`config.mk`:
```
export PLATFORM = sky130hd
export DESIGN_NAME = ssp_port
export DESIGN_NICKNAME = d
export VERILOG_FILES = /design/src/rtl/ssp_pkg.sv /design/src/rtl/ssp_sync.sv /design/src/rtl/ssp_fifo.sv /design/src/rtl/ssp_port.sv
export SDC_FILE = /design/constraint.sdc
export NUM_CORES = 1
export LEC_CHECK = 0
export BUFFER_PORTS_ARGS = -buffer_cell sky130_fd_sc_hd__buf_2
export CORE_MARGIN = 5
export CORE_UTILIZATION = 40
export DETAILED_ROUTE_END_ITERATION = 12
export PLACE_DENSITY = 0.72
export SYNTH_ARGS = -nofsm -noshare
export SYNTH_HDL_FRONTEND = slang
export SYNTH_SLANG_ARGS = --single-unit
```
`constraint.sdc`:
```
create_clock -name pclk -period 2.6 [get_ports pclk]
set_input_delay 0.26 -clock pclk [delete_from_list [all_inputs] [get_ports pclk]]
set_output_delay 0.26 -clock pclk [all_outputs]
set_load 0.005 [all_outputs]
```
`src/rtl/ssp_pkg.sv`:
```
/*
  shared constants and carrier types of the synchronous slave serial port.
  assumes an apb master on pclk and an external master driving the shift clock.
*/
// Contract
// slave reception needs synchronous mode, port enable, master select cleared; clock from pin.
// continuous receive enable in slave mode lets the receiver shift words.
// in nine-bit reception the top bit appears in received_ninth_bit.
// each received word sets receive_flag; irq only with receive_irq_enable.
// low eight bits go through a fifo; reading receive_buffer pops oldest.
// overrun stays until continuous receive or port enable cleared; port disable resets all.
// in sleep only synchronous slave mode keeps shifting.
// slave shifters run only from the external shift clock.
// reading receive_buffer until empty clears receive_flag.
// external master drives shift clock and data for reception.
// word shifted in during sleep sets receive_flag and wakes core if enabled.
// core resumes after wake and vectors to 0004h when global irq enabled.
// transmit_buffer write clears transmit_flag; first fills shifter, second the buffer.
// transmit wake needs transmit_irq_enable and peripheral_irq_enable.
// master clocks the pin, device drives outgoing bits on the data pin.
// after last bit out, pending byte moves to shifter and transmit_flag sets.
// after handover the buffer takes a new byte, whose write clears the flag.
// both receive enables clear selects transmit, otherwise receive.
// nine-bit transmit sends transmit_ninth_bit as top bit.
// single receive enable ignored in slave; continuous receive never idles.
// master gives eight or nine pulses per word, no stray edges.
package ssp_pkg;

  localparam logic [7:0]  ADDR_RATE_CONTROL     = 8'h00;
  localparam logic [7:0]  ADDR_RECEIVE_BUFFER   = 8'h04;
  localparam logic [7:0]  ADDR_RECEIVE_STATUS   = 8'h08;
  localparam logic [7:0]  ADDR_TRANSMIT_STATUS  = 8'h0C;
  localparam logic [7:0]  ADDR_TRANSMIT_BUFFER  = 8'h10;
  localparam logic [7:0]  ADDR_IRQ_CONTROL      = 8'h14;

  // receive_status_control
  localparam int          RS_PORT_ENABLE        = 7;
  localparam int          RS_RX9                = 6;
  localparam int          RS_SINGLE_RX          = 5;
  localparam int          RS_CONT_RX            = 4;
  localparam int          RS_OVERRUN            = 1;
  localparam int          RS_RX9_BIT            = 0;
  // transmit_status_control
  localparam int          TS_CLOCK_MASTER       = 7;
  localparam int          TS_TX9                = 6;
  localparam int          TS_TX_ENABLE          = 5;
  localparam int          TS_SYNC               = 4;
  localparam int          TS_SHIFTER_EMPTY      = 1;
  localparam int          TS_TX9_BIT            = 0;
  // rate_control
  localparam int          RC_RX_IDLE            = 6;
  // irq control
  localparam int          IC_RX_FLAG            = 0;
  localparam int          IC_TX_FLAG            = 1;
  localparam int          IC_RX_IE              = 2;
  localparam int          IC_TX_IE              = 3;
  localparam int          IC_PERIPH_IE          = 4;
  localparam int          IC_GLOBAL_IE          = 5;

  localparam logic [7:0]  REG_RESET             = 8'h00;
  localparam logic [15:0] IRQ_VECTOR_ADDR       = 16'h0004;
  localparam logic [3:0]  BITS_SHORT            = 4'h8;
  localparam logic [3:0]  BITS_LONG             = 4'h9;
  localparam int          RX_FIFO_DEPTH         = 2;

  typedef struct packed {
    logic        psel;
    logic        penable;
    logic        pwrite;
    logic [7:0]  paddr;
    logic [31:0] pwdata;
  } ssp_apb_req_s;

  typedef struct packed {
    logic [31:0] prdata;
    logic        pready;
    logic        pslverr;
  } ssp_apb_rsp_s;

endpackage : ssp_pkg

```
`src/rtl/ssp_sync.sv`:
```
/*
  two flip-flop synchroniser for pin levels.
  assumes inputs are asynchronous to pclk.
*/
`timescale 1ns/1ps
`default_nettype none
module ssp_sync #(
  parameter int W = 2
) (
  // clock and reset
  input  wire logic         pclk,
  input  wire logic         presetn,
  // levels
  input  wire logic [W-1:0] async_in,
  output logic      [W-1:0] sync_out
);

  typedef struct packed {
    logic [W-1:0] meta;
    logic [W-1:0] stable;
  } ssp_sync_state_s;

  ssp_sync_state_s st;
  ssp_sync_state_s next_st;

  // first stage feeds only the second
  always_comb
  begin
    next_st.meta   = async_in;
    next_st.stable = st.meta;
  end

  always_ff @(posedge pclk or negedge presetn)
  begin
    if (!presetn)
      st <= '0;
    else
      st <= next_st;
  end

  assign sync_out = st.stable;

endmodule : ssp_sync
`default_nettype wire

```
`src/rtl/ssp_fifo.sv`:
```
/*
  small receive fifo, flip-flop storage, head word from registers.
  assumes push is never asserted while full.
*/
`timescale 1ns/1ps
`default_nettype none
module ssp_fifo #(
  parameter int WIDTH = 9,
  parameter int DEPTH = 2
) (
  // clock and reset
  input  wire logic             pclk,
  input  wire logic             presetn,
  // control
  input  wire logic             flush,
  input  wire logic             push,
  input  wire logic [WIDTH-1:0] push_data,
  input  wire logic             pop,
  // status
  output logic                  full,
  output logic                  empty,
  output logic      [WIDTH-1:0] head
);

  localparam int AW = (DEPTH > 1) ? $clog2(DEPTH) : 1;

  typedef struct packed {
    logic [DEPTH-1:0][WIDTH-1:0] mem;
    logic [AW-1:0]               wr_ptr;
    logic [AW-1:0]               rd_ptr;
    logic [AW:0]                 count;
  } ssp_fifo_state_s;

  ssp_fifo_state_s st;
  ssp_fifo_state_s next_st;

  function automatic logic [AW-1:0] ptr_inc(input logic [AW-1:0] p);
    ptr_inc = (p == AW'(DEPTH - 1)) ? '0 : AW'(p + 1'b1);
  endfunction : ptr_inc

  always_comb
  begin
    next_st = st;
    if (flush)
    begin
      next_st.wr_ptr = '0;
      next_st.rd_ptr = '0;
      next_st.count  = '0;
    end
    else
    begin
      if (push && !full)
      begin
        next_st.mem[st.wr_ptr] = push_data;
        next_st.wr_ptr         = ptr_inc(st.wr_ptr);
      end
      if (pop && !empty)
        next_st.rd_ptr = ptr_inc(st.rd_ptr);
      next_st.count = (AW+1)'(st.count + (push && !full) - (pop && !empty));
    end
  end

  always_ff @(posedge pclk or negedge presetn)
  begin
    if (!presetn)
      st <= '0;
    else
      st <= next_st;
  end

  assign full  = (st.count == (AW+1)'(DEPTH));
  assign empty = (st.count == '0);
  assign head  = st.mem[st.rd_ptr];

endmodule : ssp_fifo
`default_nettype wire

```
`src/rtl/ssp_port.sv`:
```
/*
  synchronous slave serial port: apb registers, receive and transmit shifters
  stepped by the sampled external shift clock, receive fifo, wake request.
  assumes the shift clock is far slower than pclk (at least four pclk per half period).
*/
// Design decisions made here: the APB interface to the registers and the placing of the registers.
`timescale 1ns/1ps
`default_nettype none
module ssp_port #(
  parameter int FIFO_DEPTH = ssp_pkg::RX_FIFO_DEPTH
) (
  // clock and reset
  input  wire logic                  pclk,
  input  wire logic                  presetn,
  // register bus
  input  wire ssp_pkg::ssp_apb_req_s apb_req,
  output ssp_pkg::ssp_apb_rsp_s      apb_rsp,
  // serial pins
  input  wire logic                  clock_pin,
  input  wire logic                  data_pin_in,
  output logic                       data_pin_out,
  output logic                       data_pin_oe_n,
  // core side
  input  wire logic                  sleep_mode,
  output logic                       wake_request,
  output logic                       core_irq,
  output logic      [15:0]           irq_vector
);

  typedef struct packed {
    logic [7:0] prdata;
    logic       pslverr;
    logic       ck_prev;
    logic       port_enable;
    logic       rx9;
    logic       single_receive_enable;
    logic       continuous_receive_enable;
    logic       clock_source_master_select;
    logic       tx9;
    logic       txen;
    logic       sync_mode;
    logic       transmit_ninth_bit;
    logic       rx_ie;
    logic       tx_ie;
    logic       pe_ie;
    logic       g_ie;
    logic       overrun_error;
    logic [8:0] rx_shift;
    logic [3:0] rx_cnt;
    logic [7:0] tx_buf;
    logic       tx_buf_full;
    logic [8:0] tx_shift;
    logic [3:0] tx_cnt;
    logic       tx_busy;
  } ssp_port_state_s;

  ssp_port_state_s st;
  ssp_port_state_s next_st;

  logic       ck_s;
  logic       dt_s;
  logic       ck_rise;
  logic       ck_fall;
  logic       slave;
  logic       shift_ok;
  logic       tx_dir;
  logic       rx_flag;
  logic       tx_flag;
  logic       fifo_full;
  logic       fifo_empty;
  logic [8:0] fifo_head;
  logic       fifo_push;
  logic [8:0] fifo_data;
  logic       fifo_pop;
  logic       fifo_flush;
  logic       setup;
  logic       access;
  logic       wr_en;

  function automatic logic [3:0] word_bits(input logic nine);
    word_bits = nine ? ssp_pkg::BITS_LONG : ssp_pkg::BITS_SHORT;
  endfunction : word_bits

  function automatic logic addr_ok(input logic [7:0] a);
    addr_ok = (a == ssp_pkg::ADDR_RATE_CONTROL)    || (a == ssp_pkg::ADDR_RECEIVE_BUFFER)
           || (a == ssp_pkg::ADDR_RECEIVE_STATUS)  || (a == ssp_pkg::ADDR_TRANSMIT_STATUS)
           || (a == ssp_pkg::ADDR_TRANSMIT_BUFFER) || (a == ssp_pkg::ADDR_IRQ_CONTROL);
  endfunction : addr_ok

  // both pins are asynchronous to pclk
  ssp_sync #(
    .W (2)
  ) u_sync (
    .pclk     (pclk),
    .presetn  (presetn),
    .async_in ({clock_pin, data_pin_in}),
    .sync_out ({ck_s, dt_s})
  );

  ssp_fifo #(
    .WIDTH (9),
    .DEPTH (FIFO_DEPTH)
  ) u_fifo (
    .pclk      (pclk),
    .presetn   (presetn),
    .flush     (fifo_flush),
    .push      (fifo_push),
    .push_data (fifo_data),
    .pop       (fifo_pop),
    .full      (fifo_full),
    .empty     (fifo_empty),
    .head      (fifo_head)
  );

  assign ck_rise  = ck_s & ~st.ck_prev;
  assign ck_fall  = ~ck_s & st.ck_prev;
  assign slave    = st.port_enable & st.sync_mode & ~st.clock_source_master_select;
  // only the slave mode is built; its shifters need no pclk-derived rate,
  // so sleep does not gate them, while any other setting never shifts
  assign shift_ok = slave;
  assign tx_dir   = ~st.continuous_receive_enable & ~st.single_receive_enable;
  assign rx_flag  = ~fifo_empty;
  assign tx_flag  = ~st.tx_buf_full;
  assign setup    = apb_req.psel & ~apb_req.penable;
  assign access   = apb_req.psel & apb_req.penable;
  assign wr_en    = access & apb_req.pwrite & ~st.pslverr;

  // receive completion and fifo traffic
  always_comb
  begin
    fifo_push  = 1'b0;
    fifo_data  = '0;
    fifo_flush = ~st.port_enable;
    fifo_pop   = access & ~apb_req.pwrite & (apb_req.paddr == ssp_pkg::ADDR_RECEIVE_BUFFER);
    // single receive enable is ignored; continuous receive alone arms it
    if (shift_ok && st.continuous_receive_enable && !st.overrun_error && ck_rise &&
        (st.rx_cnt + 4'h1 == word_bits(st.rx9)))
    begin
      fifo_push = ~fifo_full;
      if (st.rx9)
        fifo_data = {dt_s, st.rx_shift[8:1]};
      else
        fifo_data = {1'b0, dt_s, st.rx_shift[8:2]};
    end
  end

  always_comb
  begin
    next_st         = st;
    next_st.ck_prev = ck_s;

    // register read data captured in setup so the answer comes from flops
    if (setup)
    begin
      next_st.pslverr = ~addr_ok(apb_req.paddr);
      next_st.prdata  = ssp_pkg::REG_RESET;
      unique case (apb_req.paddr)
        ssp_pkg::ADDR_RATE_CONTROL:
          next_st.prdata[ssp_pkg::RC_RX_IDLE] = ~(slave & st.continuous_receive_enable);
        ssp_pkg::ADDR_RECEIVE_BUFFER:
          next_st.prdata = fifo_head[7:0];
        ssp_pkg::ADDR_RECEIVE_STATUS:
        begin
          next_st.prdata[ssp_pkg::RS_PORT_ENABLE] = st.port_enable;
          next_st.prdata[ssp_pkg::RS_RX9]         = st.rx9;
          next_st.prdata[ssp_pkg::RS_SINGLE_RX]   = st.single_receive_enable;
          next_st.prdata[ssp_pkg::RS_CONT_RX]     = st.continuous_receive_enable;
          next_st.prdata[ssp_pkg::RS_OVERRUN]     = st.overrun_error;
          next_st.prdata[ssp_pkg::RS_RX9_BIT]     = fifo_head[8];
        end
        ssp_pkg::ADDR_TRANSMIT_STATUS:
        begin
          next_st.prdata[ssp_pkg::TS_CLOCK_MASTER]  = st.clock_source_master_select;
          next_st.prdata[ssp_pkg::TS_TX9]           = st.tx9;
          next_st.prdata[ssp_pkg::TS_TX_ENABLE]     = st.txen;
          next_st.prdata[ssp_pkg::TS_SYNC]          = st.sync_mode;
          next_st.prdata[ssp_pkg::TS_SHIFTER_EMPTY] = ~st.tx_busy;
          next_st.prdata[ssp_pkg::TS_TX9_BIT]       = st.transmit_ninth_bit;
        end
        ssp_pkg::ADDR_IRQ_CONTROL:
        begin
          next_st.prdata[ssp_pkg::IC_RX_FLAG]   = rx_flag;
          next_st.prdata[ssp_pkg::IC_TX_FLAG]   = tx_flag;
          next_st.prdata[ssp_pkg::IC_RX_IE]     = st.rx_ie;
          next_st.prdata[ssp_pkg::IC_TX_IE]     = st.tx_ie;
          next_st.prdata[ssp_pkg::IC_PERIPH_IE] = st.pe_ie;
          next_st.prdata[ssp_pkg::IC_GLOBAL_IE] = st.g_ie;
        end
        default:
          next_st.prdata = ssp_pkg::REG_RESET;
      endcase
    end

    // register writes, status bits are read only
    if (wr_en)
    begin
      unique case (apb_req.paddr)
        ssp_pkg::ADDR_RECEIVE_STATUS:
        begin
          next_st.port_enable = apb_req.pwdata[ssp_pkg::RS_PORT_ENABLE];
          next_st.rx9         = apb_req.pwdata[ssp_pkg::RS_RX9];
          next_st.single_receive_enable        = apb_req.pwdata[ssp_pkg::RS_SINGLE_RX];
          next_st.continuous_receive_enable        = apb_req.pwdata[ssp_pkg::RS_CONT_RX];
        end
        ssp_pkg::ADDR_TRANSMIT_STATUS:
        begin
          next_st.clock_source_master_select      = apb_req.pwdata[ssp_pkg::TS_CLOCK_MASTER];
          next_st.tx9       = apb_req.pwdata[ssp_pkg::TS_TX9];
          next_st.txen      = apb_req.pwdata[ssp_pkg::TS_TX_ENABLE];
          next_st.sync_mode = apb_req.pwdata[ssp_pkg::TS_SYNC];
          next_st.transmit_ninth_bit      = apb_req.pwdata[ssp_pkg::TS_TX9_BIT];
        end
        ssp_pkg::ADDR_TRANSMIT_BUFFER:
        begin
          // a write to a full buffer replaces the pending byte
          next_st.tx_buf      = apb_req.pwdata[7:0];
          next_st.tx_buf_full = 1'b1;
        end
        ssp_pkg::ADDR_IRQ_CONTROL:
        begin
          next_st.rx_ie = apb_req.pwdata[ssp_pkg::IC_RX_IE];
          next_st.tx_ie = apb_req.pwdata[ssp_pkg::IC_TX_IE];
          next_st.pe_ie = apb_req.pwdata[ssp_pkg::IC_PERIPH_IE];
          next_st.g_ie  = apb_req.pwdata[ssp_pkg::IC_GLOBAL_IE];
        end
        default:
          next_st.pe_ie = st.pe_ie;
      endcase
    end

    // receive shifter, lsb first, sampled on the rising shift clock edge
    if (shift_ok && st.continuous_receive_enable && !st.overrun_error && ck_rise)
    begin
      next_st.rx_shift = {dt_s, st.rx_shift[8:1]};
      if (st.rx_cnt + 4'h1 == word_bits(st.rx9))
      begin
        next_st.rx_cnt = '0;
        if (fifo_full)
          next_st.overrun_error = 1'b1;
      end
      else
        next_st.rx_cnt = st.rx_cnt + 4'h1;
    end
    // clearing continuous receive drops a partial word and the overrun
    if (!st.continuous_receive_enable)
    begin
      next_st.rx_cnt = '0;
      next_st.overrun_error   = 1'b0;
    end

    // transmit shifter, next bit presented on the falling shift clock edge
    if (st.tx_busy && shift_ok && ck_fall)
    begin
      next_st.tx_shift = {1'b0, st.tx_shift[8:1]};
      if (st.tx_cnt + 4'h1 == word_bits(st.tx9))
        next_st.tx_busy = 1'b0;
      else
        next_st.tx_cnt = st.tx_cnt + 4'h1;
    end
    // handover of the pending byte; a write in the same cycle stays pending
    if (!st.tx_busy && st.tx_buf_full && shift_ok && tx_dir && st.txen)
    begin
      next_st.tx_shift    = {st.tx9 & st.transmit_ninth_bit, st.tx_buf};
      next_st.tx_cnt      = '0;
      next_st.tx_busy     = 1'b1;
      next_st.tx_buf_full = wr_en && (apb_req.paddr == ssp_pkg::ADDR_TRANSMIT_BUFFER);
    end

    // port disable resets the shifters, counters, overrun, busy and transmit buffer full flag
    if (!st.port_enable)
    begin
      next_st.rx_shift    = '0;
      next_st.rx_cnt      = '0;
      next_st.overrun_error        = 1'b0;
      next_st.tx_shift    = '0;
      next_st.tx_cnt      = '0;
      next_st.tx_busy     = 1'b0;
      next_st.tx_buf_full = 1'b0;
    end
  end

  always_ff @(posedge pclk or negedge presetn)
  begin
    if (!presetn)
      st <= '0;
    else
      st <= next_st;
  end

  assign apb_rsp.prdata  = {24'h00_0000, st.prdata};
  assign apb_rsp.pready  = access;
  assign apb_rsp.pslverr = access & st.pslverr;

  assign data_pin_out  = st.tx_shift[0];
  assign data_pin_oe_n = ~(slave & tx_dir & st.txen & st.tx_busy);

  // wake works in sleep because the flags are set from the pin clock alone
  assign wake_request = st.pe_ie & ((rx_flag & st.rx_ie) | (tx_flag & st.tx_ie));
  assign core_irq     = wake_request & st.g_ie & ~sleep_mode;
  assign irq_vector   = ssp_pkg::IRQ_VECTOR_ADDR;

endmodule : ssp_port
`default_nettype wire

```
Word-level counts from Yosys, hierarchy flattened
Cells that the tools add are included.
Storage, ports and cells
  register bits: 86
  output and inout port bits: 54
  logic and storage cells: 166
Operators by class
  add/subtract/negate cells: 6
  $lt $le $gt $ge: 3
  eq/ne operators: 19
  mux-type cells: 34
  bitwise operators: 39
  reductions and logical operators: 34
Operators with widths (count)
  $mux W9: 5
  $mux W14: 3
  $mux W15: 2
  $and A1 B1 Y1: 22
  $bwmux W18: 1
  $eq A8 B4 Y1 const B: 2
  $eq A8 B5 Y1 const B: 2
  $mux W4: 4
  $not A1 Y1: 16
  $pmux W2 S4: 2
  $reduce_and A2 Y1: 8
  $logic_and A1 B1 Y1: 14
  $mux W1: 13
  $ne A3 B1 Y1 const B: 4
  $ne A3 B2 Y1 const B: 4
  $demux W9 S1: 1
  $add A4 B1 Y4 const B: 2
  $eq A4 B4 Y1: 2
  $eq A8 B3 Y1 const B: 1
  $logic_not A8 Y1: 1
  $ne A2 B1 Y1 const B: 3
  $logic_or A1 B1 Y1: 5
  $logic_not A1 Y1: 4
  $lt A1 B2 Y1 const B: 2
  other kinds (11): 12

Logic depth before layout (Yosys ltp)
Gate-level depths: netlist of run 1.
  depth after elaboration: 11
  mapped depth: 10
  mapped depth without buffers: 8

Cells and area by module
From an unflattened synthesis of run 1, not the netlist that was laid out.
Unflattened totals
  cell total of the unflattened synthesis: 418
  area, all modules: 4475.5 sq um
By module, submodules not included
  ssp_port: instances 1, cells each 343, area each 3368.2 sq um, seq. area each 1476.4 sq um
  ssp_fifo: instances 1, cells each 71, area each 1007.2 sq um, seq. area each 550.5 sq um
  ssp_sync: instances 1, cells each 4, area each 100.1 sq um, seq. area each 100.1 sq um

Least setup slack after synthesis of run 1
OpenSTA, ideal clock, no wires.
  kind: reg2reg
  start: register st[23] (netlist bit)
  end: register u_fifo.st[0] (netlist bit)
  setup time: 0.119 ns
  arrival: 1.720 ns
  required time: 2.481 ns
  path slack: 0.761 ns
  stages on the path, launching flop included: 8
  buffers on the path: 0
  period minus slack after synthesis: 1.839 ns
  cells stage by stage: dfrtp_1 ha_1 xor2_1 nor3_4 nand4b_1 inv_1 ha_1 and2_1
RTL lines
  start, declared: RTL line ssp_port.sv:57  | ssp_port_state_s st;
  start signal, assigned: RTL line ssp_port.sv:287  | st <= next_st;
  end signal, assigned: RTL line ssp_fifo.sv:68  | st <= next_st;
  end, declared: RTL line ssp_fifo.sv:34  | ssp_fifo_state_s st;

==> impl_metrics.env, run 1 <==
export IMPL_drtPass1Iterations=5
export IMPL_p_seq_share_pct=50.3
export IMPL_grt_pass1_wl_um=16130
export IMPL_whs_path_depth=1
export IMPL_fmax_mhz=483.8
export IMPL_nFillCells=1057
export IMPL_grt_max_degree=48
export IMPL_synth_area_um2=4604
export IMPL_drt_iter0_drc=249
export IMPL_crit_type="reg -> reg"
export IMPL_port_buffers=37
export IMPL_r2r_slack_ps=530
export IMPL_end_kind="register"
export IMPL_synth_top_family_by_area="simple AND/OR/NAND/NOR gates"
export IMPL_swShare_pct=23.40
export IMPL_crit_arrival_ps=2310
export IMPL_rsz0062_at_grt="no"
export IMPL_clk_pin_slew_worst_paths_ps=70
export IMPL_r2r_end="u_fifo.st[1]"
export IMPL_cts_buffer_depth=2
export IMPL_stdcell_area_um2=4946
export IMPL_antennaDiodeCount=0
export IMPL_r2r_start="st[23]"
export IMPL_p_leak_nw=2.309
export IMPL_dieArea_um2=13760
export IMPL_intPower_mw=2.039
export IMPL_worst_r2r_path_depth=8
export IMPL_hold_start="data_pin_in"
export IMPL_routed_wl_um=9502
export IMPL_postRouteAntennaNets=0
export IMPL_clockRootBuffer="clkbuf_16"
export IMPL_post_dp_hpwl_um=6747
export IMPL_fp_coreArea_um2=11370
export IMPL_setup_worst_path_start_class="register"
export IMPL_worst_hold_path_endpoint="u_sync.next_st[0]"
export IMPL_placed_cell_area_um2=4657
export IMPL_tritoncts="yes"
export IMPL_clk_latency_ps=350
export IMPL_die_h_um=117.3
export IMPL_drv_cap=0
export IMPL_synth_seq_cells=85
export IMPL_syn_avg_cell_area_um2=10.37
export IMPL_htree_levels=3
export IMPL_antenna_found_initial=0
export IMPL_slowest_delay_ps=430
export IMPL_whs_ps=25.62
export IMPL_required_ps=2840
export IMPL_layout_min_cycle_time_ps=2067
export IMPL_nNetsFinal=517
export IMPL_crit_family="simple AND/OR/NAND/NOR gates"
export IMPL_skew_ps=9.496
export IMPL_grt_usage_pct=15.00
export IMPL_synthSimpleGateAreaFrac_pct=18.40
export IMPL_worst_path_buf_inv=1
export IMPL_setup_viol=0
export IMPL_synth_adder_area_share_pct=1.087
export IMPL_viasPerCell=5.116
export IMPL_p_total_mw=2.662
export IMPL_ys_async_sr_fraction_pct=100.0
export IMPL_p_clk_share_pct=45.2
export IMPL_cp_max_fo=6
export IMPL_irDropWorstVdd_mv=0.2799
export IMPL_synth_compound_area_share_pct=11.25
export IMPL_status="completed"
export IMPL_synth_mux_area_share_pct=9.348
export IMPL_cpMostUsedCell="ha_1"
export IMPL_numCtsBuffers=9
export IMPL_synth_cells=444
export IMPL_ios=102
export IMPL_post_cts_setup_buffer_count=0
export IMPL_clock_sinks=85
export IMPL_grt_pass1_vias=3164
export IMPL_drc_errors=0
export IMPL_gp_congestion=0.8454
export IMPL_path_cells="ha_1, xor2_1, nor3_4, nand4b_1, inv_1, ha_1, xnor2_1, and2_1"
export IMPL_drive_gt1_share_pct=22.77
export IMPL_finalCoreUtilization_pct=43.50
export IMPL_synth_edf_count=0
export IMPL_p_per_area_nw_per_um2=538.2
export IMPL_hold_viol_final=0
export IMPL_ys_flop_type="dfrtp_1"
export IMPL_p_switching_mw=0.6229
export IMPL_crit_slowest_cell="dfrtp_1"
export IMPL_ys_types=56
export IMPL_dieWidth_um=117.3
export IMPL_power_combinational_fraction_pct=4.5
export IMPL_yosys_warnings=0
export IMPL_ys_seq_area_share_pct=46.20
export IMPL_synthXorXnorAreaFrac_pct=2.255
export IMPL_tns_ps=0
export IMPL_rows=39
export IMPL_worst_slew_pin_slew_ps=589.9
export IMPL_hp_class="in -> reg"
export IMPL_drv_slew=0
export IMPL_syn_to_final_growth_pct=7.418
export IMPL_vias=3136
export IMPL_min_period_over_period_pct=79.50
export IMPL_grt_overflow_total=0
export IMPL_wl_per_cell_um=15.50
export IMPL_max_slew_margin_rel_pct=60.67
export IMPL_start_util_pct=40.50
-- power by group through the flow --
stage / combinational [mW] / sequential (mW) / clock [mW]
6_report: 0.120 / 1.34 / 1.20
3_3_place_gp: 0.116 / 1.36 / 0
5_1_grt: 0.140 / 1.34 / 1.27
2_1_floorplan: 0.101 / 1.36 / 0
3_5_place_dp: 0.119 / 1.36 / 0
4_1_cts: 0.121 / 1.34 / 1.22
-- cells in the mapped netlist (all sizes together), types with 2 or more instances --
library cell | instances | area [µm²]
nand4b | 4 | 50.05
nor2 | 26 | 105.1
inv | 7 | 26.28
o22ai | 3 | 18.77
o31ai | 3 | 22.52
mux2i | 16 | 160.2
dfrtp | 85 | 2127
buf | 62 | 460.4
nor2b | 3 | 18.77
nand2 | 64 | 250.2
nor3b | 3 | 22.52
and3 | 4 | 25.02
a21boi | 10 | 75.07
mux2 | 24 | 270.3
o2bb2ai | 2 | 17.52
ha | 4 | 50.05
xor2 | 4 | 35.03
a21oi | 9 | 45.04
a31oi | 9 | 56.30
nor4 | 2 | 42.54
a221oi | 2 | 17.52
nand3b | 2 | 18.77
o21ai | 27 | 172.7
nand4 | 6 | 67.56
nand3 | 15 | 92.59
and2 | 5 | 31.28
nand2b | 5 | 31.28
xnor2 | 7 | 68.82
conb | 2 | 7.510
a211oi | 2 | 15.01
a22o | 4 | 35.03
nor3 | 5 | 58.81
clkbuf | 9 | 33.78
-- worst reg2reg max path, delay by kind of cell, from the launching register on --
family / cells / cell delay [ps]
buf+inv: 1 / 130
simple gates: 3 / 760
flops: 1 / 430
fa+ha+maj: 2 / 420
xor+xnor: 2 / 250
-- through the flow --
| stage | worst slack [ps] | std cells |
|---|---|---|
| floorplan | 760.8 | 482 |
| global placement | 545.7 | 596 |
| detailed placement | 513.2 | 596 |
| CTS | 516.2 | 613 |
| global route | 394.0 | 613 |
| finish | 533.0 | 613 |
-- cell families after synthesis --
logic type               Yosys count
XOR/XNOR                          11
adder cells (fa/ha/maj)            4
AND/OR/NAND/NOR                  148
other                              2
flip-flops                        85
multiplexers                      40
buffers and inverters             78
AO/OA/AOI/OAI                     76
-- state kept, by name, summed over array words and instances (netlist names) --
signal / cells
u_fifo.st: 22
apb_rsp: 8
u_sync.sync_out: 2
data_pin_out: 1
u_sync.next_st: 2
st: 50
-- cell usage in the layout (no fill, tap or decap), drive strengths merged, types with 4 or more instances in the layout --
cell	instances
a21boi	10
a22o	4
nand4b	4
a21oi	9
o21ai	27
dfrtp	85
a31oi	9
nor2	26
and2	5
mux2i	16
nand2b	5
nand3	15
conb	40
nand4	6
clkbuf	11
nand2	64
and3	4
xnor2	7
buf	42
xor2	4
inv	7
nor3	5
ha	4
mux2	24
-- repair_timing --
| item | CTS | global route |
|---|---|---|
| gates resized for setup | 0 | 0 |
| hold buffers | 1 | 0 |
| setup endpoints to repair | 0 | 0 |
| endpoints found under the hold margin | 45 | 0 |
-- final cells by class --
type / instances / area (µm²) / share of cell area [%]
Clock buffer: 11 / 242.7 / 4.908
Clock inverter: 5 / 36.28 / 0.7336
Inverter: 7 / 26.28 / 0.5312
Multi-Input combinational cell: 319 / 2100 / 42.45
Sequential cell: 85 / 2127 / 43.01
Tap cell: 143 / 178.9 / 3.618
Timing Repair Buffer: 43 / 235.2 / 4.756
-- worst max path at each step --
stage / slack, ps / depth (start not counted) / start / end
5_1_grt: 390 / 7 / st[23] / u_fifo.st[0]
6_report: 530 / 8 / st[23] / u_fifo.st[1]
3_5_place_dp: 510 / 9 / apb_req[37] / u_fifo.st[1]
4_1_cts: 520 / 8 / st[23] / u_fifo.st[1]
2_1_floorplan: 760 / 7 / st[23] / u_fifo.st[0]
3_3_place_gp: 550 / 9 / apb_req[37] / u_fifo.st[1]
-- metal layers --
metal	up-vias	track usage, %	share of wire [%]
met5	-	0	0
met4	0	6.422	2.3
met3	16	2.879	6.3
met2	100	24.62	48
met1	1534	19.35	43
li1	1486	-	-
No activity file was read; power rests on OpenSTA's default activity.
==> run 2, diff against run 1 <==
Settings changed: PLACE_DENSITY 0.72 to 0.74.
Clock period 2.6 ns to 1.8 ns, I/O delays scaled along.
==> run 2 against run 1 <==
- fmax increased by 19%
- wire length increased by 3.3%
- first-iteration DRC count increased by 5.2%
- critical endpoint is now st[3]
- largest cell class is now multi-input combinational cells
- highest routed layer unchanged
==> impl_metrics.env, run 2 (synthesis gave the netlist of run 1 again) <==
export IMPL_syn_to_final_growth_pct=14.73
export IMPL_regMostFlops="st"
export IMPL_status="completed"
export IMPL_nNetsFinal=546
export IMPL_crit_arrival_ps=1990
export IMPL_grt_pass1_vias=3175
export IMPL_final_cell_mix="dfrtp_1, nand2_1, conb_1"
export IMPL_drv_slew=0
export IMPL_nFillCells=1007
export IMPL_drc_errors=0
export IMPL_dieWidth_um=117.3
export IMPL_ios=102
export IMPL_final_common_cell="dfrtp_1"
export IMPL_antennaDiodeCount=0
export IMPL_vias=3312
export IMPL_grt_max_degree=39
export IMPL_crit_type="reg -> reg"
export IMPL_whs_ps=83.82
export IMPL_layout_min_cycle_time_ps=1730
export IMPL_dieArea_um2=13760
export IMPL_end_kind="register"
export IMPL_drive_gt1_share_pct=27.86
export IMPL_place_inst=619
export IMPL_min_period_over_period_pct=96.11
export IMPL_grt_pass1_wl_um=15840
export IMPL_hold_viol_final=0
export IMPL_htree_levels=3
export IMPL_drt_iter0_drc=262
export IMPL_clock_sinks=85
export IMPL_p_per_area_nw_per_um2=791.0
export IMPL_numCtsBuffers=9
export IMPL_fin_cells=642
export IMPL_drtPass1Iterations=4
export IMPL_worst_slew_pin_slew_ps=520.0
export IMPL_grt_usage_pct=14.62
export IMPL_multi_input_area_um2=2140
export IMPL_p_leak_nw=2.501
export IMPL_max_slew_margin_rel_pct=65.33
export IMPL_clk_latency_ps=340
export IMPL_start_util_pct=40.50
export IMPL_wl_per_cell_um=15.29
export IMPL_gp_congestion=0.8446
export IMPL_viasPerCell=5.159
export IMPL_p_total_mw=4.179
export IMPL_port_buffers=37
export IMPL_largest_reg_flops=50
export IMPL_rsz0062_at_grt="yes"
export IMPL_skew_ps=11.04
export IMPL_fmax_mhz=578.0
export IMPL_die_h_um=117.3
export IMPL_grt_overflow_total=0
export IMPL_drv_cap=0
export IMPL_antenna_found_initial=0
export IMPL_rows=39
export IMPL_register_area_um2=2127
export IMPL_clockRootBuffer="clkbuf_16"
export IMPL_routed_wl_um=9819
export IMPL_tritoncts="yes"
export IMPL_required_ps=2060
export IMPL_clk_pin_slew_worst_paths_ps=70
export IMPL_finalCoreUtilization_pct=46.46
export IMPL_postRouteAntennaNets=0
export IMPL_setup_worst_path_start_class="register"
export IMPL_hp_class="in -> reg"
export IMPL_cp_max_fo=6
export IMPL_fp_coreArea_um2=11370
export IMPL_irDropWorstVdd_mv=0.4944
export IMPL_cts_buffer_depth=2
export IMPL_post_dp_hpwl_um=6987
export IMPL_setup_viol=0
==> run 2: area by class of cell <==
cell class                      instances  area share (%)
Multi-Input combinational cell        320           40.50
Sequential cell                        85           40.27
Timing Repair Buffer                   71           9.072
Clock buffer                           10           4.524
Tap cell                              143           3.387
Clock inverter                          6           1.753
Inverter                                7          0.4974
==> run 2: worst paths after layout <==
kind / from / end / slack, ps / cells after the start
worst max-delay path: st[2] / st[3] / 70 / 6
worst min-delay path: apb_req[1] / st[16] / 80 / 2
worst max register to register: st[2] / st[3] / 70 / 6
worst min register to register: u_sync.next_st[0] / u_sync.sync_out[0] / 350 / 0
max in group asynchronous: presetn / st[25] / 870 / 3
min in group asynchronous: presetn / data_pin_out / 350 / 2
==> run 2: where the power goes <==
part           switching, mW  internal, mW  total, mW
sequential            0.0101          1.92       1.93
clock                  0.790          1.26       2.05
combinational          0.127        0.0648      0.192
total                  0.928          3.25       4.18
==> run 2: what timing repair did <==
item,4_1_cts,5_1_grt
gates cloned,0,1
resized for setup,1,3
hold buffers,3,0
buffers inserted,0,3
setup endpoints to repair,1,21
pin swaps,0,3
endpoints found under the hold margin,37,0
==> run 2: critical path: stages, from the launching register on <==
cell and delay [ps]:
dfrtp_1 410, ha_1 230, xor2_1 150, or3_1 410
o21ai_4 200, a31oi_1 110, mux2i_1 150
==> run 2: metal layers <==
| layer | track usage (%) | routed length (µm) | up-vias |
|---|---|---|---|
| met3 | 1.799 | 528 | 19 |
| met5 | 0 | 0 | - |
| met4 | 6.193 | 206 | 0 |
| met1 | 20.24 | 4503 | 1629 |
| li1 | - | - | 1555 |
| met2 | 23.15 | 4581 | 109 |
==> run 2: metrics by stage <==
step / cell area, µm² / setup slack (ps) / TNS [ps]
final: 5283 / 69.97 / 0
after global routing: 5283 / -19.43 / -32.73
after CTS: 5219 / 0.08082 / 0
after detailed placement: 4852 / -54.71 / -107.9
after global placement: 4852 / -28.90 / -56.22
after floorplan: 4757 / -6.285 / -6.348
==> run 3, diff against run 2 <==
Settings changed: PLACE_DENSITY 0.74 to 0.6.
==> run 3 against run 2 <==
- utilization rose by 0.26 points
- non-clock buffer count up 4
- fmax down 0.11%
- worst hold slack worse by 14 ps
- via count fell by 3.4%
- largest cell class unchanged
==> impl_metrics.env, run 3 (synthesis gave the netlist of run 1 again) <==
export IMPL_htree_levels=3
export IMPL_antennaDiodeCount=0
export IMPL_largest_reg_flops=50
export IMPL_grt_pass1_vias=3090
export IMPL_irDropWorstVdd_mv=0.5414
export IMPL_dieWidth_um=117.3
export IMPL_nNetsFinal=550
export IMPL_clk_latency_ps=350
export IMPL_clockRootBuffer="clkbuf_16"
export IMPL_grt_overflow_total=0
export IMPL_port_buffers=37
export IMPL_drive_gt1_share_pct=28.83
export IMPL_final_common_cell="dfrtp_1"
export IMPL_setup_worst_path_start_class="register"
export IMPL_setup_viol=0
export IMPL_final_cell_mix="dfrtp_1, nand2_1, conb_1"
export IMPL_dieArea_um2=13760
export IMPL_viasPerCell=4.955
export IMPL_clock_sinks=85
export IMPL_cts_buffer_depth=2
export IMPL_drv_slew=0
export IMPL_fin_ws_ps=68.07
export IMPL_grt_usage_pct=14.97
export IMPL_wl_per_cell_um=15.21
export IMPL_cp_max_fo=2
export IMPL_skew_ps=9.721
export IMPL_p_total_mw=4.038
export IMPL_vias=3201
export IMPL_required_ps=2040
export IMPL_drc_errors=0
export IMPL_end_kind="register"
export IMPL_regMostFlops="st"
export IMPL_syn_to_final_growth_pct=15.38
export IMPL_grt_max_degree=54
export IMPL_status="completed"
export IMPL_gp_congestion=0.8265
export IMPL_fmax_mhz=577.4
export IMPL_min_period_over_period_pct=96.22
export IMPL_start_util_pct=40.50
export IMPL_fp_coreArea_um2=11370
export IMPL_crit_type="reg -> reg"
export IMPL_drtPass1Iterations=4
export IMPL_ios=102
export IMPL_dp_worst_setup_slack_ps=-91.25
export IMPL_routed_wl_um=9828
export IMPL_grt_pass1_wl_um=15700
export IMPL_postRouteAntennaNets=0
export IMPL_hp_class="in -> reg"
export IMPL_tns_ps=0
export IMPL_die_h_um=117.3
export IMPL_fin_cells=646
export IMPL_rows=39
export IMPL_post_dp_hpwl_um=7075
export IMPL_crit_arrival_ps=1970
export IMPL_p_leak_nw=2.517
export IMPL_r2r_slack_ps=70
export IMPL_hold_viol_final=0
export IMPL_place_inst=622
export IMPL_p_per_area_nw_per_um2=760.0
export IMPL_antenna_found_initial=0
export IMPL_drv_cap=0
export IMPL_drt_iter0_drc=209
export IMPL_tritoncts="yes"
export IMPL_layout_min_cycle_time_ps=1732
export IMPL_numCtsBuffers=9
export IMPL_clk_pin_slew_worst_paths_ps=70
## run 3: cell count changes in the layout (fill, tap and decap cells not counted), sizes merged
cell,before,now
buf,68,72
inv,9,10
bufinv,2,1
clkbuf,10,9
clkinv,0,1
## run 3: what timing repair did
item                                   4_1_cts  5_1_grt
gates cloned                                 0        1
setup endpoints to repair                    9       20
hold buffers                                 3        0
setup buffers                                1        3
pin swaps                                    0        3
resized for setup                            0        9
endpoints found under the hold margin       87        0
## run 3: worst max-delay path, stage by stage, from the launching register on
cell and delay (ps):
dfrtp_1 390, ha_2 210, xor2_2 160, nor3_4 210
nand4b_1 170, inv_1 110, ha_1 170, xnor2_1 70
and2_1 150
## run 3: layout make-up
cell class | count | area, µm²
multi-input cells | 320 | 2153
inverters | 7 | 26.28
clock inverters | 7 | 80.08
flip-flops and latches | 85 | 2127
fillers | 1073 | 6057
repair buffers | 75 | 521.8
clock buffers | 9 | 225.2
well taps | 143 | 178.9
## run 3: path summary, 6_finish.rpt
path / startpoint / to / cells past startpoint
setup / recovery: st[24] / u_fifo.st[1] / 8
hold / removal: apb_req[1] / st[16] / 2
setup reg to reg: st[24] / u_fifo.st[1] / 8
hold reg to reg: u_sync.next_st[0] / u_sync.sync_out[0] / 0
max in group asynchronous: presetn / u_sync.next_st[0] / 3
min in group asynchronous: presetn / st[8] / 2
## run 3: where the power goes
group | total, mW | switching, mW | internal [mW]
logic | 0.192 | 0.126 | 0.0658
clock network | 1.91 | 0.822 | 1.09
registers | 1.93 | 0.00946 | 1.92
## run 3: metal layers
metal	track usage, %	wire length, µm	up-vias
li1	-	-	1559
met1	20.22	4492	1536
met2	23.49	4562	88
met3	4.010	626	18
met4	4.817	146	0
met5	0	0	-
## run 3: metrics by stage
stage / hold slack, ps / utilization (%) / cell area (µm²)
final: 69.70 / 46.73 / 5313
after global routing: 63.79 / 46.73 / 5313
after CTS: 58.11 / 46.11 / 5243
after detailed placement: -23.41 / 42.98 / 4887
after global placement: -24.21 / 42.98 / 4887
after floorplan: -115.6 / - / 4757
